## src/design/scs_pkg.sv

```systemverilog
// constants, field layouts and enumerations for the system clock source select block
// assumes a single 10 MHz reference clock and an apb register port in the top module

package scs_pkg;

    // -----------------------------------------------------------------
    // timing
    // -----------------------------------------------------------------
    localparam int unsigned CLK_HZ = 10_000_000;
    localparam int unsigned LOCK_WAIT_MS = 2;
    localparam int unsigned LOCK_WAIT_CYC = LOCK_WAIT_MS * (CLK_HZ / 1000);
    localparam int unsigned OSC_SETTLE_EDGES = 1024;
    localparam int unsigned SYNC_EDGES = 8;
    localparam logic [2:0] PLL_MULT = 3'h4;
    localparam logic [1:0] Q_LAST = 2'h3;

    // -----------------------------------------------------------------
    // register map
    // -----------------------------------------------------------------
    localparam logic [7:0] CTRL_OFS = 8'h00;
    localparam logic [7:0] STAT_OFS = 8'h04;
    localparam int unsigned SCS_BIT = 0;
    localparam int unsigned ST_SRC_BIT = 0;
    localparam int unsigned ST_RUN_BIT = 1;
    localparam int unsigned ST_PLL_BIT = 2;
    localparam int unsigned ST_BUSY_BIT = 3;
    localparam int unsigned ST_MODE_LSB = 4;
    localparam logic [31:0] RD_ZERO = 32'h0000_0000;

    // -----------------------------------------------------------------
    // enumerations
    // -----------------------------------------------------------------
    typedef enum logic [2:0] {
        low_power_xtal = 3'h0,
        standard_crystal = 3'h1,
        high_speed_crystal = 3'h2,
        pll_times_four_crystal = 3'h3,
        resistor_capacitor_div_out = 3'h4,
        resistor_capacitor_gpio = 3'h5,
        ext_clock_div_out = 3'h6,
        ext_clock_gpio_mode = 3'h7
    } scs_mode_e;

    typedef enum logic [2:0] {
        ST_SETTLE = 3'h0,
        ST_LOCK = 3'h1,
        ST_SYNC_MAIN = 3'h3,
        ST_RUN_MAIN = 3'h2,
        ST_WAIT_Q1 = 3'h6,
        ST_SYNC_SEC = 3'h7,
        ST_RUN_SEC = 3'h5
    } scs_state_e;

endpackage

```

## src/design/scs_pin_sync.sv

```systemverilog
// three-stage synchronisers for asynchronous pin levels, one per bit
// assumes pins change slower than two reference clock periods
`timescale 1ns/10ps

module scs_pin_sync
    import scs_pkg::*;
#(
    parameter int unsigned WIDTH = 1
)
(
    // clock and reset
    input wire logic ref_clk,
    input wire logic sys_rst,
    // raw pins
    input wire logic [WIDTH-1:0] pin_raw,
    // filtered level and rising-edge pulse
    output logic [WIDTH-1:0] pin_lvl,
    output logic [WIDTH-1:0] pin_rise
);

    // -----------------------------------------------------------------
    // start-up fill
    // -----------------------------------------------------------------
    logic [2:0] fill_r, fill_nxt;
    logic primed;

    // edges stay masked until the stages hold real samples, so the reset
    // level cannot pose as a rising edge of a pin that starts high
    always_comb
    begin
        fill_nxt = {fill_r[1:0], 1'b1};
    end
    assign primed = fill_r[2];

    // fill marker, one stage per synchroniser flop
    always_ff @(posedge ref_clk or posedge sys_rst)
    begin
        if (sys_rst)
            fill_r <= 3'h0;
        else
            fill_r <= fill_nxt;
    end

    // -----------------------------------------------------------------
    // per-bit filter
    // -----------------------------------------------------------------
    genvar gi;
    generate
        for (gi = 0; gi < WIDTH; gi++)
        begin : g_bit
            logic s1_r, s2_r, s3_r, lvl_r, rise_r;
            logic lvl_nxt, rise_nxt;
            // level only moves once stages two and three agree; while filling it
            // just copies stage two so that no edge is invented
            always_comb
            begin
                lvl_nxt = primed ? ((s2_r == s3_r) ? s3_r : lvl_r) : s2_r;
                rise_nxt = primed & lvl_nxt & ~lvl_r;
            end
            always_ff @(posedge ref_clk or posedge sys_rst)
            begin
                if (sys_rst)
                begin
                    s1_r <= 1'b0;
                    s2_r <= 1'b0;
                    s3_r <= 1'b0;
                    lvl_r <= 1'b0;
                    rise_r <= 1'b0;
                end
                else
                begin
                    s1_r <= pin_raw[gi];
                    s2_r <= s1_r;
                    s3_r <= s2_r;
                    lvl_r <= lvl_nxt;
                    rise_r <= rise_nxt;
                end
            end
            assign pin_lvl[gi] = lvl_r;
            assign pin_rise[gi] = rise_r;
        end
    endgenerate

endmodule

```

## src/design/scs_event_cnt.sv

```systemverilog
// saturating event counter with a clear and a compare against a target
// assumes the caller clears it on every state change
`timescale 1ns/10ps

module scs_event_cnt
    import scs_pkg::*;
#(
    parameter int unsigned W = 16
)
(
    // clock and reset
    input wire logic ref_clk,
    input wire logic sys_rst,
    // control
    input wire logic cnt_clr,
    input wire logic cnt_inc,
    input wire logic [W-1:0] cnt_target,
    // result
    output logic [W-1:0] cnt_val,
    output logic cnt_done
);

    logic [W-1:0] cnt_r, cnt_nxt;

    // -----------------------------------------------------------------
    // count, stop at target so the compare holds
    // -----------------------------------------------------------------
    always_comb
    begin
        cnt_nxt = cnt_r;
        if (cnt_clr)
            cnt_nxt = '0;
        else if (cnt_inc && (cnt_r < cnt_target))
            cnt_nxt = cnt_r + W'(1);
    end

    always_ff @(posedge ref_clk or posedge sys_rst)
    begin
        if (sys_rst)
            cnt_r <= '0;
        else
            cnt_r <= cnt_nxt;
    end

    assign cnt_val = cnt_r;
    assign cnt_done = (cnt_r >= cnt_target);

endmodule

```

## src/design/scs_top.sv

```systemverilog
// system clock source select: mode straps, divided output pin, pll lock wait,
// glitch-free switch between main and secondary oscillator, apb register port
// assumes oscillator pins are slow against ref_clk; clocks leave as tick enables
`timescale 1ns/10ps

module scs_top
    import scs_pkg::*;
#(
    parameter int unsigned LOCK_CYCLES = LOCK_WAIT_CYC,
    parameter int unsigned SETTLE_EDGES = OSC_SETTLE_EDGES,
    parameter int unsigned CNT_W = 16
)
(
    // clock and reset
    input wire logic ref_clk,
    input wire logic sys_rst,
    // programmed configuration
    input wire logic [2:0] osc_mode_cfg,
    input wire logic clock_switch_enable_n,
    input wire logic secondary_osc_enable,
    // oscillator pins
    input wire logic osc_in_pin,
    input wire logic sec_osc_pin,
    input wire logic osc_out_i,
    output logic osc_out_o,
    output logic osc_out_oe,
    // first_gpio_port_bit6 when the output pin is free
    input wire logic gpio6_out,
    input wire logic gpio6_oe,
    output logic gpio6_in,
    // apb slave
    input wire logic psel,
    input wire logic penable,
    input wire logic pwrite,
    input wire logic [7:0] paddr,
    input wire logic [31:0] pwdata,
    output logic [31:0] prdata,
    output logic pready,
    output logic pslverr,
    // core clocking
    output logic sys_clk_tick,
    output logic [1:0] q_phase,
    output logic cpu_run,
    output logic pll_enable,
    output logic src_is_secondary
);

    // -----------------------------------------------------------------
    // elaboration checks
    // -----------------------------------------------------------------
    generate
        if (LOCK_CYCLES >= (2 ** CNT_W) || SETTLE_EDGES >= (2 ** CNT_W) || LOCK_CYCLES < 1)
        begin : g_bad_cnt
            $error("counter too narrow for lock or settle count");
        end
    endgenerate

    // -----------------------------------------------------------------
    // pin synchronisers
    // -----------------------------------------------------------------
    logic [2:0] pin_lvl, pin_rise;
    logic main_edge, sec_tick;

    scs_pin_sync #(.WIDTH(3)) u_sync (
        .ref_clk(ref_clk),
        .sys_rst(sys_rst),
        .pin_raw({osc_out_i, sec_osc_pin, osc_in_pin}),
        .pin_lvl(pin_lvl),
        .pin_rise(pin_rise)
    );
    assign main_edge = pin_rise[0];
    assign sec_tick = pin_rise[1];
    assign gpio6_in = pin_lvl[2]; // already a flop in the synchroniser

    // -----------------------------------------------------------------
    // configuration capture, once after reset release
    // -----------------------------------------------------------------
    scs_mode_e mode_r, mode_nxt;
    logic cfg_valid_r, cfg_valid_nxt, sw_en_n_r, sw_en_n_nxt;

    // straps are sampled by a clock, never loaded by the reset itself
    always_comb
    begin
        mode_nxt = mode_r;
        sw_en_n_nxt = sw_en_n_r;
        cfg_valid_nxt = 1'b1;
        if (!cfg_valid_r)
        begin
            mode_nxt = scs_mode_e'(osc_mode_cfg);
            sw_en_n_nxt = clock_switch_enable_n;
        end
    end

    always_ff @(posedge ref_clk or posedge sys_rst)
    begin
        if (sys_rst)
        begin
            mode_r <= low_power_xtal;
            sw_en_n_r <= 1'b1; // erased value keeps switching off
            cfg_valid_r <= 1'b0;
        end
        else
        begin
            mode_r <= mode_nxt;
            sw_en_n_r <= sw_en_n_nxt;
            cfg_valid_r <= cfg_valid_nxt;
        end
    end

    logic is_crystal, is_pll, is_div_out, is_gpio;
    always_comb
    begin
        is_pll = (mode_r == pll_times_four_crystal);
        is_crystal = (mode_r == low_power_xtal) || (mode_r == standard_crystal)
            || (mode_r == high_speed_crystal) || is_pll;
        is_div_out = (mode_r == resistor_capacitor_div_out) || (mode_r == ext_clock_div_out);
        is_gpio = (mode_r == resistor_capacitor_gpio) || (mode_r == ext_clock_gpio_mode);
    end

    // -----------------------------------------------------------------
    // pll model and main tick
    // -----------------------------------------------------------------
    logic [2:0] burst_r, burst_nxt;
    logic pll_en_r, pll_en_nxt, main_tick;

    // each input edge spawns four ticks; input edges must be at least four cycles apart
    always_comb
    begin
        pll_en_nxt = cfg_valid_r && is_pll;
        burst_nxt = burst_r;
        if (pll_en_r && main_edge)
            burst_nxt = PLL_MULT;
        else if (burst_r != 3'h0)
            burst_nxt = burst_r - 3'h1;
    end
    // pll output replaces the raw edge on the switch input
    assign main_tick = pll_en_r ? (burst_r != 3'h0) : main_edge;

    always_ff @(posedge ref_clk or posedge sys_rst)
    begin
        if (sys_rst)
        begin
            burst_r <= 3'h0;
            pll_en_r <= 1'b0;
        end
        else
        begin
            burst_r <= burst_nxt;
            pll_en_r <= pll_en_nxt;
        end
    end

    // -----------------------------------------------------------------
    // control register and apb slave
    // -----------------------------------------------------------------
    logic scs_r, scs_nxt, sw_allowed, ap_setup, ap_write;
    logic [31:0] prdata_nxt;
    logic pready_nxt, pslverr_nxt;
    scs_state_e state_r, state_nxt;
    logic src_sec_r, src_sec_nxt, run_r, run_nxt;

    assign sw_allowed = !sw_en_n_r && cfg_valid_r && secondary_osc_enable;
    assign ap_setup = psel && !penable;
    assign ap_write = psel && penable && pready && pwrite;

    // zero-wait slave: read data is prepared in the setup cycle
    always_comb
    begin
        scs_nxt = scs_r;
        if (!sw_allowed)
            scs_nxt = 1'b0;
        else if (ap_write && paddr == CTRL_OFS)
            scs_nxt = pwdata[SCS_BIT];
        pready_nxt = ap_setup;
        pslverr_nxt = ap_setup && (paddr != CTRL_OFS) && (paddr != STAT_OFS);
        prdata_nxt = RD_ZERO;
        if (ap_setup && !pwrite && paddr == CTRL_OFS)
            prdata_nxt[SCS_BIT] = scs_r;
        else if (ap_setup && !pwrite && paddr == STAT_OFS)
        begin
            prdata_nxt[ST_SRC_BIT] = src_sec_r;
            prdata_nxt[ST_RUN_BIT] = run_r;
            prdata_nxt[ST_PLL_BIT] = pll_en_r;
            prdata_nxt[ST_BUSY_BIT] = !run_r;
            prdata_nxt[ST_MODE_LSB +: 3] = mode_r;
        end
    end

    always_ff @(posedge ref_clk or posedge sys_rst)
    begin
        if (sys_rst)
        begin
            scs_r <= 1'b0;
            prdata <= RD_ZERO;
            pready <= 1'b0;
            pslverr <= 1'b0;
        end
        else
        begin
            scs_r <= scs_nxt;
            prdata <= prdata_nxt;
            pready <= pready_nxt;
            pslverr <= pslverr_nxt;
        end
    end

    // -----------------------------------------------------------------
    // switch sequencer
    // -----------------------------------------------------------------
    logic cnt_inc, cnt_done;
    logic [CNT_W-1:0] cnt_target, cnt_val;
    logic [1:0] qph_r, qph_nxt;
    logic tick_nxt, tick_r, src_tick;

    assign src_tick = src_sec_r ? sec_tick : main_tick;

    // what the counter watches depends on the wait in progress
    always_comb
    begin
        cnt_inc = 1'b0;
        cnt_target = CNT_W'(SYNC_EDGES);
        unique case (state_r)
            ST_SETTLE:
            begin
                cnt_inc = main_edge;
                cnt_target = CNT_W'(SETTLE_EDGES);
            end
            ST_LOCK:
            begin
                cnt_inc = 1'b1;
                cnt_target = CNT_W'(LOCK_CYCLES);
            end
            ST_SYNC_MAIN: cnt_inc = main_edge;
            ST_SYNC_SEC: cnt_inc = sec_tick;
            default: cnt_inc = 1'b0;
        endcase
    end

    scs_event_cnt #(.W(CNT_W)) u_cnt (
        .ref_clk(ref_clk),
        .sys_rst(sys_rst),
        .cnt_clr(state_r != state_nxt),
        .cnt_inc(cnt_inc),
        .cnt_target(cnt_target),
        .cnt_val(cnt_val),
        .cnt_done(cnt_done)
    );

    // source changes only while frozen, so no short tick can escape
    always_comb
    begin
        state_nxt = state_r;
        src_sec_nxt = src_sec_r;
        unique case (state_r)
            ST_SETTLE:
                if (cfg_valid_r && (!is_crystal || cnt_done))
                    state_nxt = is_pll ? ST_LOCK : ST_SYNC_MAIN;
            ST_LOCK:
                if (cnt_done)
                    state_nxt = ST_SYNC_MAIN;
            ST_SYNC_MAIN:
                if (cnt_done)
                    state_nxt = ST_RUN_MAIN;
            ST_RUN_MAIN:
                if (scs_r)
                    state_nxt = ST_WAIT_Q1;
            ST_WAIT_Q1:
                if (!scs_r)
                    state_nxt = ST_RUN_MAIN;
                else if (main_tick && qph_r == Q_LAST)
                    state_nxt = ST_SYNC_SEC;
            ST_SYNC_SEC:
                if (cnt_done)
                begin
                    state_nxt = ST_RUN_SEC;
                    src_sec_nxt = 1'b1;
                end
            ST_RUN_SEC:
                if (!scs_r)
                begin
                    state_nxt = ST_SETTLE;
                    src_sec_nxt = 1'b0;
                end
            default:
            begin
                state_nxt = ST_SETTLE;
                src_sec_nxt = 1'b0;
            end
        endcase
        run_nxt = (state_nxt == ST_RUN_MAIN) || (state_nxt == ST_RUN_SEC)
            || (state_nxt == ST_WAIT_Q1);
        tick_nxt = run_r && src_tick;
        qph_nxt = tick_nxt ? qph_r + 2'h1 : qph_r;
    end

    always_ff @(posedge ref_clk or posedge sys_rst)
    begin
        if (sys_rst)
        begin
            state_r <= ST_SETTLE;
            src_sec_r <= 1'b0;
            run_r <= 1'b0;
            tick_r <= 1'b0;
            qph_r <= 2'h0;
        end
        else
        begin
            state_r <= state_nxt;
            src_sec_r <= src_sec_nxt;
            run_r <= run_nxt;
            tick_r <= tick_nxt;
            qph_r <= qph_nxt;
        end
    end

    assign sys_clk_tick = tick_r;
    assign q_phase = qph_r;
    assign cpu_run = run_r;
    assign pll_enable = pll_en_r;
    assign src_is_secondary = src_sec_r;

    // -----------------------------------------------------------------
    // output pin: divide by four or gpio
    // -----------------------------------------------------------------
    logic [1:0] div_r, div_nxt;
    logic oo_r, oo_nxt, oe_r, oe_nxt;

    // crystal modes leave the pin to the analog feedback inverter
    always_comb
    begin
        div_nxt = main_edge ? div_r + 2'h1 : div_r;
        oo_nxt = 1'b0;
        oe_nxt = 1'b0;
        if (cfg_valid_r && is_div_out)
        begin
            oo_nxt = div_r[1];
            oe_nxt = 1'b1;
        end
        else if (cfg_valid_r && is_gpio)
        begin
            oo_nxt = gpio6_out;
            oe_nxt = gpio6_oe;
        end
    end

    always_ff @(posedge ref_clk or posedge sys_rst)
    begin
        if (sys_rst)
        begin
            div_r <= 2'h0;
            oo_r <= 1'b0;
            oe_r <= 1'b0;
        end
        else
        begin
            div_r <= div_nxt;
            oo_r <= oo_nxt;
            oe_r <= oe_nxt;
        end
    end

    assign osc_out_o = oo_r;
    assign osc_out_oe = oe_r;
endmodule

```

## config.mk

```make
export PLATFORM = sky130hd
export DESIGN_NAME = scs_top
export DESIGN_NICKNAME = d
export VERILOG_FILES = /design/src/design/scs_pkg.sv /design/src/design/scs_pin_sync.sv /design/src/design/scs_event_cnt.sv /design/src/design/scs_top.sv
export SDC_FILE = /design/constraint.sdc
export NUM_CORES = 1
export LEC_CHECK = 0
export ABC_AREA = 1
export BUFFER_PORTS_ARGS = -buffer_cell sky130_fd_sc_hd__buf_2
export CAP_MARGIN = 20
export CORE_MARGIN = 1
export CORE_UTILIZATION = 35
export CTS_CLUSTER_SIZE = 16
export DETAILED_ROUTE_END_ITERATION = 6
export REMOVE_ABC_BUFFERS = 1
export SYNTH_ARGS = -nofsm -noshare
export SYNTH_HDL_FRONTEND = slang
export SYNTH_SLANG_ARGS = --single-unit
```

## constraint.sdc

```tcl
create_clock -name ref_clk -period 2.9 [get_ports ref_clk]
set_input_delay 0.29 -clock ref_clk [delete_from_list [all_inputs] [get_ports ref_clk]]
set_output_delay 0.29 -clock ref_clk [all_outputs]
set_load 0.1 [all_outputs]
```

After elaboration in Yosys (flattened, before gate mapping)

Cells that the tools add are included.

Add/subtract/negate cells: 4
Order comparisons: 2
Eq/ne operators: 27
Muxes and demuxes: 36
Bitwise operators: 7
Reduce and logical (&&, ||, !) cells: 43

Operator list:

| operator                | count |
|---|---|
| $mux W16                | 2 |
| $mux W3                 | 10 |
| $pmux W15 S2            | 1 |
| $eq A3 B3 Y1 const B    | 9 |
| $pmux W3 S7             | 1 |
| $logic_and A1 B1 Y1     | 20 |
| $mux W1                 | 17 |
| $add A16 B1 Y16 const B | 1 |
| $ge A16 B15 Y1          | 1 |
| $lt A16 B15 Y1          | 1 |
| $eq A3 B2 Y1 const B    | 5 |
| $eq A8 B3 Y1 const B    | 1 |
| $logic_not A8 Y1        | 1 |
| $logic_or A1 B1 Y1      | 8 |
| $ne A8 B3 Y1 const B    | 1 |
| $reduce_bool A8 Y1      | 1 |
| $mux W7                 | 1 |
| $eq A3 B1 Y1 const B    | 2 |
| $logic_not A3 Y1        | 2 |
| $mux W6                 | 1 |
| $ne A2 B2 Y1 const B    | 3 |
| $pmux W1 S3             | 2 |
| $logic_not A1 Y1        | 5 |
| $reduce_or A5 Y1        | 1 |
| 13 further kinds        | 22 |

Bits in registers: 64
Input bits: 55
Word-level logic and storage cells: 152

Logic depth before layout (Yosys ltp)

Depth after elaboration: 12
Mapped depth: 21
Depth with buffers taken out: 20

Cells and area by module

Synthesis repeated with hierarchy kept, for this count alone.

Cell total of the unflattened synthesis: 486
Area total of the unflattened synthesis: 3948.8 um2

By module, submodules not included:

| module        | instances | cells an instance | area an instance (um2) | seq. area each (um2) |
|---|---|---|---|---|
| scs_top       | 1         | 205               | 1816.7                 | 777.0 |
| scs_event_cnt | 1         | 223               | 1505.2                 | 400.4 |
| scs_pin_sync  | 1         | 58                | 626.9                  | 450.4 |

Worst setup path before layout

No wires, ideal clock.

Kind: flip-flop to flip-flop
Start: register state_r[1]
End: register u_cnt.cnt_r[9], in the netlist u_cnt.cnt_val[9]
Arrival: 2.332 ns
Slack: 0.444 ns
Stages on the path, launching flop included: 19
Buffers on the path: 1
Clock period less this slack: 2.456 ns
Cells stage by stage: dfrtp_1 -> nor2_1 -> inv_1 -> nor2_1 -> inv_1 -> ha_1 -> nand2_1 -> nor2_4 -> and2_4 -> nand2_4 -> nand4_1 -> nand2_2 -> nor2_4 -> nand3_1 -> nand2_1 -> inv_2 -> nand2_4 -> buf_12 -> nor2_4

Cells in the longest elaborated chain, start to end: 9
Elaborated cells between the ends (all ways): 27
Those cells by class: order compare: 2; eq/ne: 7; mux: 12; reduce/logical: 6

RTL lines:

| what                                             | RTL line                       | source |
|---|---|---|
| from (decl)                                      | scs_top.sv:159                 | `scs_state_e state_r, state_nxt;` |
| from (signal assigned)                           | scs_top.sv:308                 | `state_r <= state_nxt;` |
| $eq A3 B1 Y1 or $logic_not A3 Y1 (tied branches) | scs_top.sv:222, scs_top.sv:254 |  |
| $pmux W15 S2                                     | scs_top.sv:222                 | `unique case (state_r)` |
| $ge A16 B15 Y1                                   | scs_event_cnt.sv:46            | `assign cnt_done = (cnt_r >= cnt_target);` |
| $logic_or A1 B1 Y1                               | scs_top.sv:256                 | `if (cfg_valid_r && (!is_crystal \|\| cnt_done))` |
| $logic_and A1 B1 Y1                              | scs_top.sv:256                 |  |
| $mux W3                                          | scs_top.sv:256                 |  |
| $pmux W3 S7                                      | scs_top.sv:254                 | `unique case (state_r)` |
| $ne A3 B3 Y1                                     | scs_top.sv:242                 | `.cnt_clr(state_r != state_nxt),` |
| $mux W16 or $reduce_bool A2 Y1 (tied branches)   | -                              |  |
| to (signal assigned)                             | scs_event_cnt.sv:42            | `cnt_r <= cnt_nxt;` |
| to (decl)                                        | scs_event_cnt.sv:23            | `logic [W-1:0] cnt_r, cnt_nxt;` |

Several ways; a longest one is shown, not always the timed one.
A chain may end at the register's enable or synchronous reset.

Worst setup path in the final report

Start: register state_r[1]
End: register u_cnt.cnt_r[7], in the netlist u_cnt.cnt_val[7]

The elaborated chain is that of the path after synthesis.

==> qor.txt <==
Status: complete, no violations
Pre-CTS setup slack: 0.119 ns
VDD IR-drop max: 387 uV
Row Count: 34
Max Clock Skew: 0.00853 ns
Worst-path clk slew: 0.08 ns
IO Count: 98
Number of H-tree levels: 3
Register cell area after layout: 1580 um^2
Hold path endpoint: u_sync.g_bit[1].s1_r
Die area: 9750 um^2
Min-delay worst type: input port to flop
Number of inserted diodes: 0
Seq cells post-synth: 63
Worst Hold Depth: 1
Vias in the first global route: 2319
Filler instances: 895
Core area: 8890 um^2
Worst Min Path Start: sec_osc_pin
Count of final hold-check violations: 0
Max Clk Rate: 0.365 GHz
Synth Area in Adders: 4.20%
CP Max Fanout: 9
First-pass DRT Iterations: 4
Syn. warnings: 0
Hold_ws: 0.0376 ns
Initial DRC Count: 57
WS Path Type: flop to flop
Initial antenna violation count: 0
Fin crit period: 2.74 ns
Slew margin rel.: 65.4%
TNS Setup: 0 ns
Footprint of the multi-input gates: 1390 um^2
Fin nets: 494
Largest net degree at the start of global routing: 28
CTS Buf Count: 9
Max reg flops: 16
Top-area cell type share of the netlist area: 47.4%
Grt total ovfl: 0
ANT nets after route: 0
Final Core Density: 43.2%
Hpwl dp: 4.43 mm
Area leader, netlist: dfrtp_1
Slew Limit Fails: 0
Mux contribution to synthesized area: 0%
Max Buffers Root-to-Sink: 2
Routed wire length: 5.94 mm
Post-synthesis cell type count: 30
Placed Area: 3540 um^2
Worst R2R Setup Slack: 0.16 ns
Overall Power: 3.39 mW
All-Layer GR Usage: 13.8%
Largest family of logic cells by synthesized area: simple AND/OR/NAND/NOR gates
Crit path arrival time: 3.02 ns
Capturing point of the worst reg2reg path: u_cnt.cnt_val[7]
Synth Area in Compound Gates: 4.97%
P&R area growth vs syn: 17.4%
Gp weighted congestion: 0.780
Post-synthesis simple-gate area fraction: 25.2%
DRC violation count after routing: 0
Vias: 2365
First-pass GRT wire length: 10.5 mm
Share of cells above drive strength 1: 24.5%
Final Cell Area: 3840 um^2
CP Data Required Time: 3.18 ns
CP peak stage delay: 0.44 ns
Period utilization: 94.4%
CTS tree: built
Measured slew at the worst slew-check pin: 0.514 ns
I/O Buffers: 41
Setup Viol. Count Final: 0
Post-Synth XOR/XNOR Area: 4.28%
Non-Filler Instances: 541
Cell Chain, Critical Path: nor2_4 > inv_2 > nor2_2 > inv_2 > ha_1 > nand2_1 > nor2_4 > and2_4 > nand2_4 > nand4_1 > nand2_1 > buf_4 > nand3_1 > nand2_1 > nor2_2 > nand2_8 > buf_12 > nor2_4
Die height: 98.7 um
Clk Latency, worst-skew pair: 0.35 ns
Worst Reg-to-Reg Cells: 18
Mapped Cells: 367
Worst Slack Setup Final: 0.162 ns
Leakage power: 1.98 nW
Max-Cap Viols: 0
Post-Synthesis Cell Area: 3280 um^2
Pwr dens: 882 nW/um^2
Critical path endpoint category: flop
Wirelength per Cell: 11.0 um
Top cells by area, synth: dfrtp_1, nand2_1, buf_4
CTS root buf: clkbuf_8
Worst path slowest cell: dfrtp_2
CTS Sinks: 63
Die X: 98.7 um
CP startpoint kind: flop
Worst r2r src: state_r[1]
Avg Synthesized Cell Area: 8.93 um^2
DR vias/cell: 4.37
Placed cells: 519
Sequential fraction of the synthesis area: 48.2%
Initial cell density of the core: 36.8%
cell usage in the layout, fill, tap and decap left out, types with 3 or more instances in the layout:
cell / synthesis / layout
a21oi_1: 7 / 7
buf_2: 0 / 41
buf_4: 26 / 11
clkbuf_8: 0 / 9
clkinv_4: 0 / 3
conb_1: 2 / 26
dfrtp_1: 62 / 61
ha_1: 11 / 11
inv_1: 48 / 45
inv_2: 5 / 8
nand2_1: 66 / 66
nand2_2: 4 / 4
nand3_1: 13 / 13
nand4_1: 11 / 11
nor2_1: 45 / 43
nor2_2: 3 / 3
nor2_4: 12 / 14
nor3_1: 6 / 6
o211ai_1: 4 / 4
o21ai_0: 12 / 12
xor2_1: 14 / 14
cells in the mapped netlist:
| master | count |
|---|---|
| a211oi_1 | 1 |
| a21oi_1 | 7 |
| a21oi_4 | 1 |
| and2_4 | 1 |
| buf_12 | 1 |
| buf_4 | 26 |
| buf_6 | 1 |
| conb_1 | 2 |
| dfrtp_1 | 62 |
| dfstp_2 | 1 |
| ha_1 | 11 |
| inv_1 | 48 |
| inv_2 | 5 |
| nand2_1 | 66 |
| nand2_2 | 4 |
| nand2_4 | 3 |
| nand3_1 | 13 |
| nand3_2 | 1 |
| nand4_1 | 11 |
| nor2_1 | 45 |
| nor2_2 | 3 |
| nor2_4 | 12 |
| nor3_1 | 6 |
| nor4_1 | 2 |
| o211ai_1 | 4 |
| o21ai_0 | 12 |
| o21ai_1 | 1 |
| o311ai_0 | 1 |
| xnor2_1 | 2 |
| xor2_1 | 14 |
worst max-delay path: cells and delay by family, from the launching register on:
family,cells,cell delay [ns]
AND/OR/NAND/NOR,13,1.47
adder cells (fa/ha/maj),1,0.30
buffers and inverters,4,0.46
flip-flops,1,0.44
power breakdown:
part | leakage [nW] | internal, mW | total (mW) | switching [mW]
clock network | 0.114 | 0.494 | 0.868 | 0.374
registers | 0.807 | 0.980 | 1.04 | 0.0615
logic | 1.05 | 0.444 | 1.48 | 1.04
total | 1.98 | 1.92 | 3.39 | 1.47
what timing repair did:
| item | CTS | global route |
|---|---|---|
| endpoints found under the hold margin | 17 | 0 |
| buffers inserted | 0 | 5 |
| resized for setup | 0 | 8 |
| setup endpoints to repair | 0 | 16 |
| hold buffers | 1 | 0 |
cell families (layout without fill, tap and decap cells):
family	Yosys count	after routing
simple gates	167	167
other cells	2	26
xor+xnor	16	16
fa+ha+maj	11	11
compound gates	27	27
buf+inv	81	123
flops	63	63
per-layer routing:
layer / global-route usage (%) / vias up / share of wire [%]
met5: 0 / - / 0
met4: 5.51 / 0 / 1.7
met3: 4.18 / 10 / 3.8
met2: 21.2 / 54 / 47
met1: 18.1 / 1082 / 48
li1: - / 1219 / -
worst max-delay path by stage:
stage,endpoint,start
6_report,u_cnt.cnt_val[7],state_r[1]
5_1_grt,u_cnt.cnt_val[7],state_r[1]
4_1_cts,u_cnt.cnt_val[7],state_r[1]
3_5_place_dp,u_cnt.cnt_val[7],state_r[1]
3_3_place_gp,u_cnt.cnt_val[4],state_r[1]
2_1_floorplan,u_cnt.cnt_val[15],state_r[1]
area by class of cell:
class | count | area share [%]
sequential | 63 | 41.1
clock buffer | 9 | 3.22
tap | 108 | 3.51
timing repair buffer | 54 | 8.27
clock inverter | 7 | 2.70
inverter | 53 | 5.17
multi-input combinational | 247 | 36.1
No activity file was read; power rests on OpenSTA's default activity.
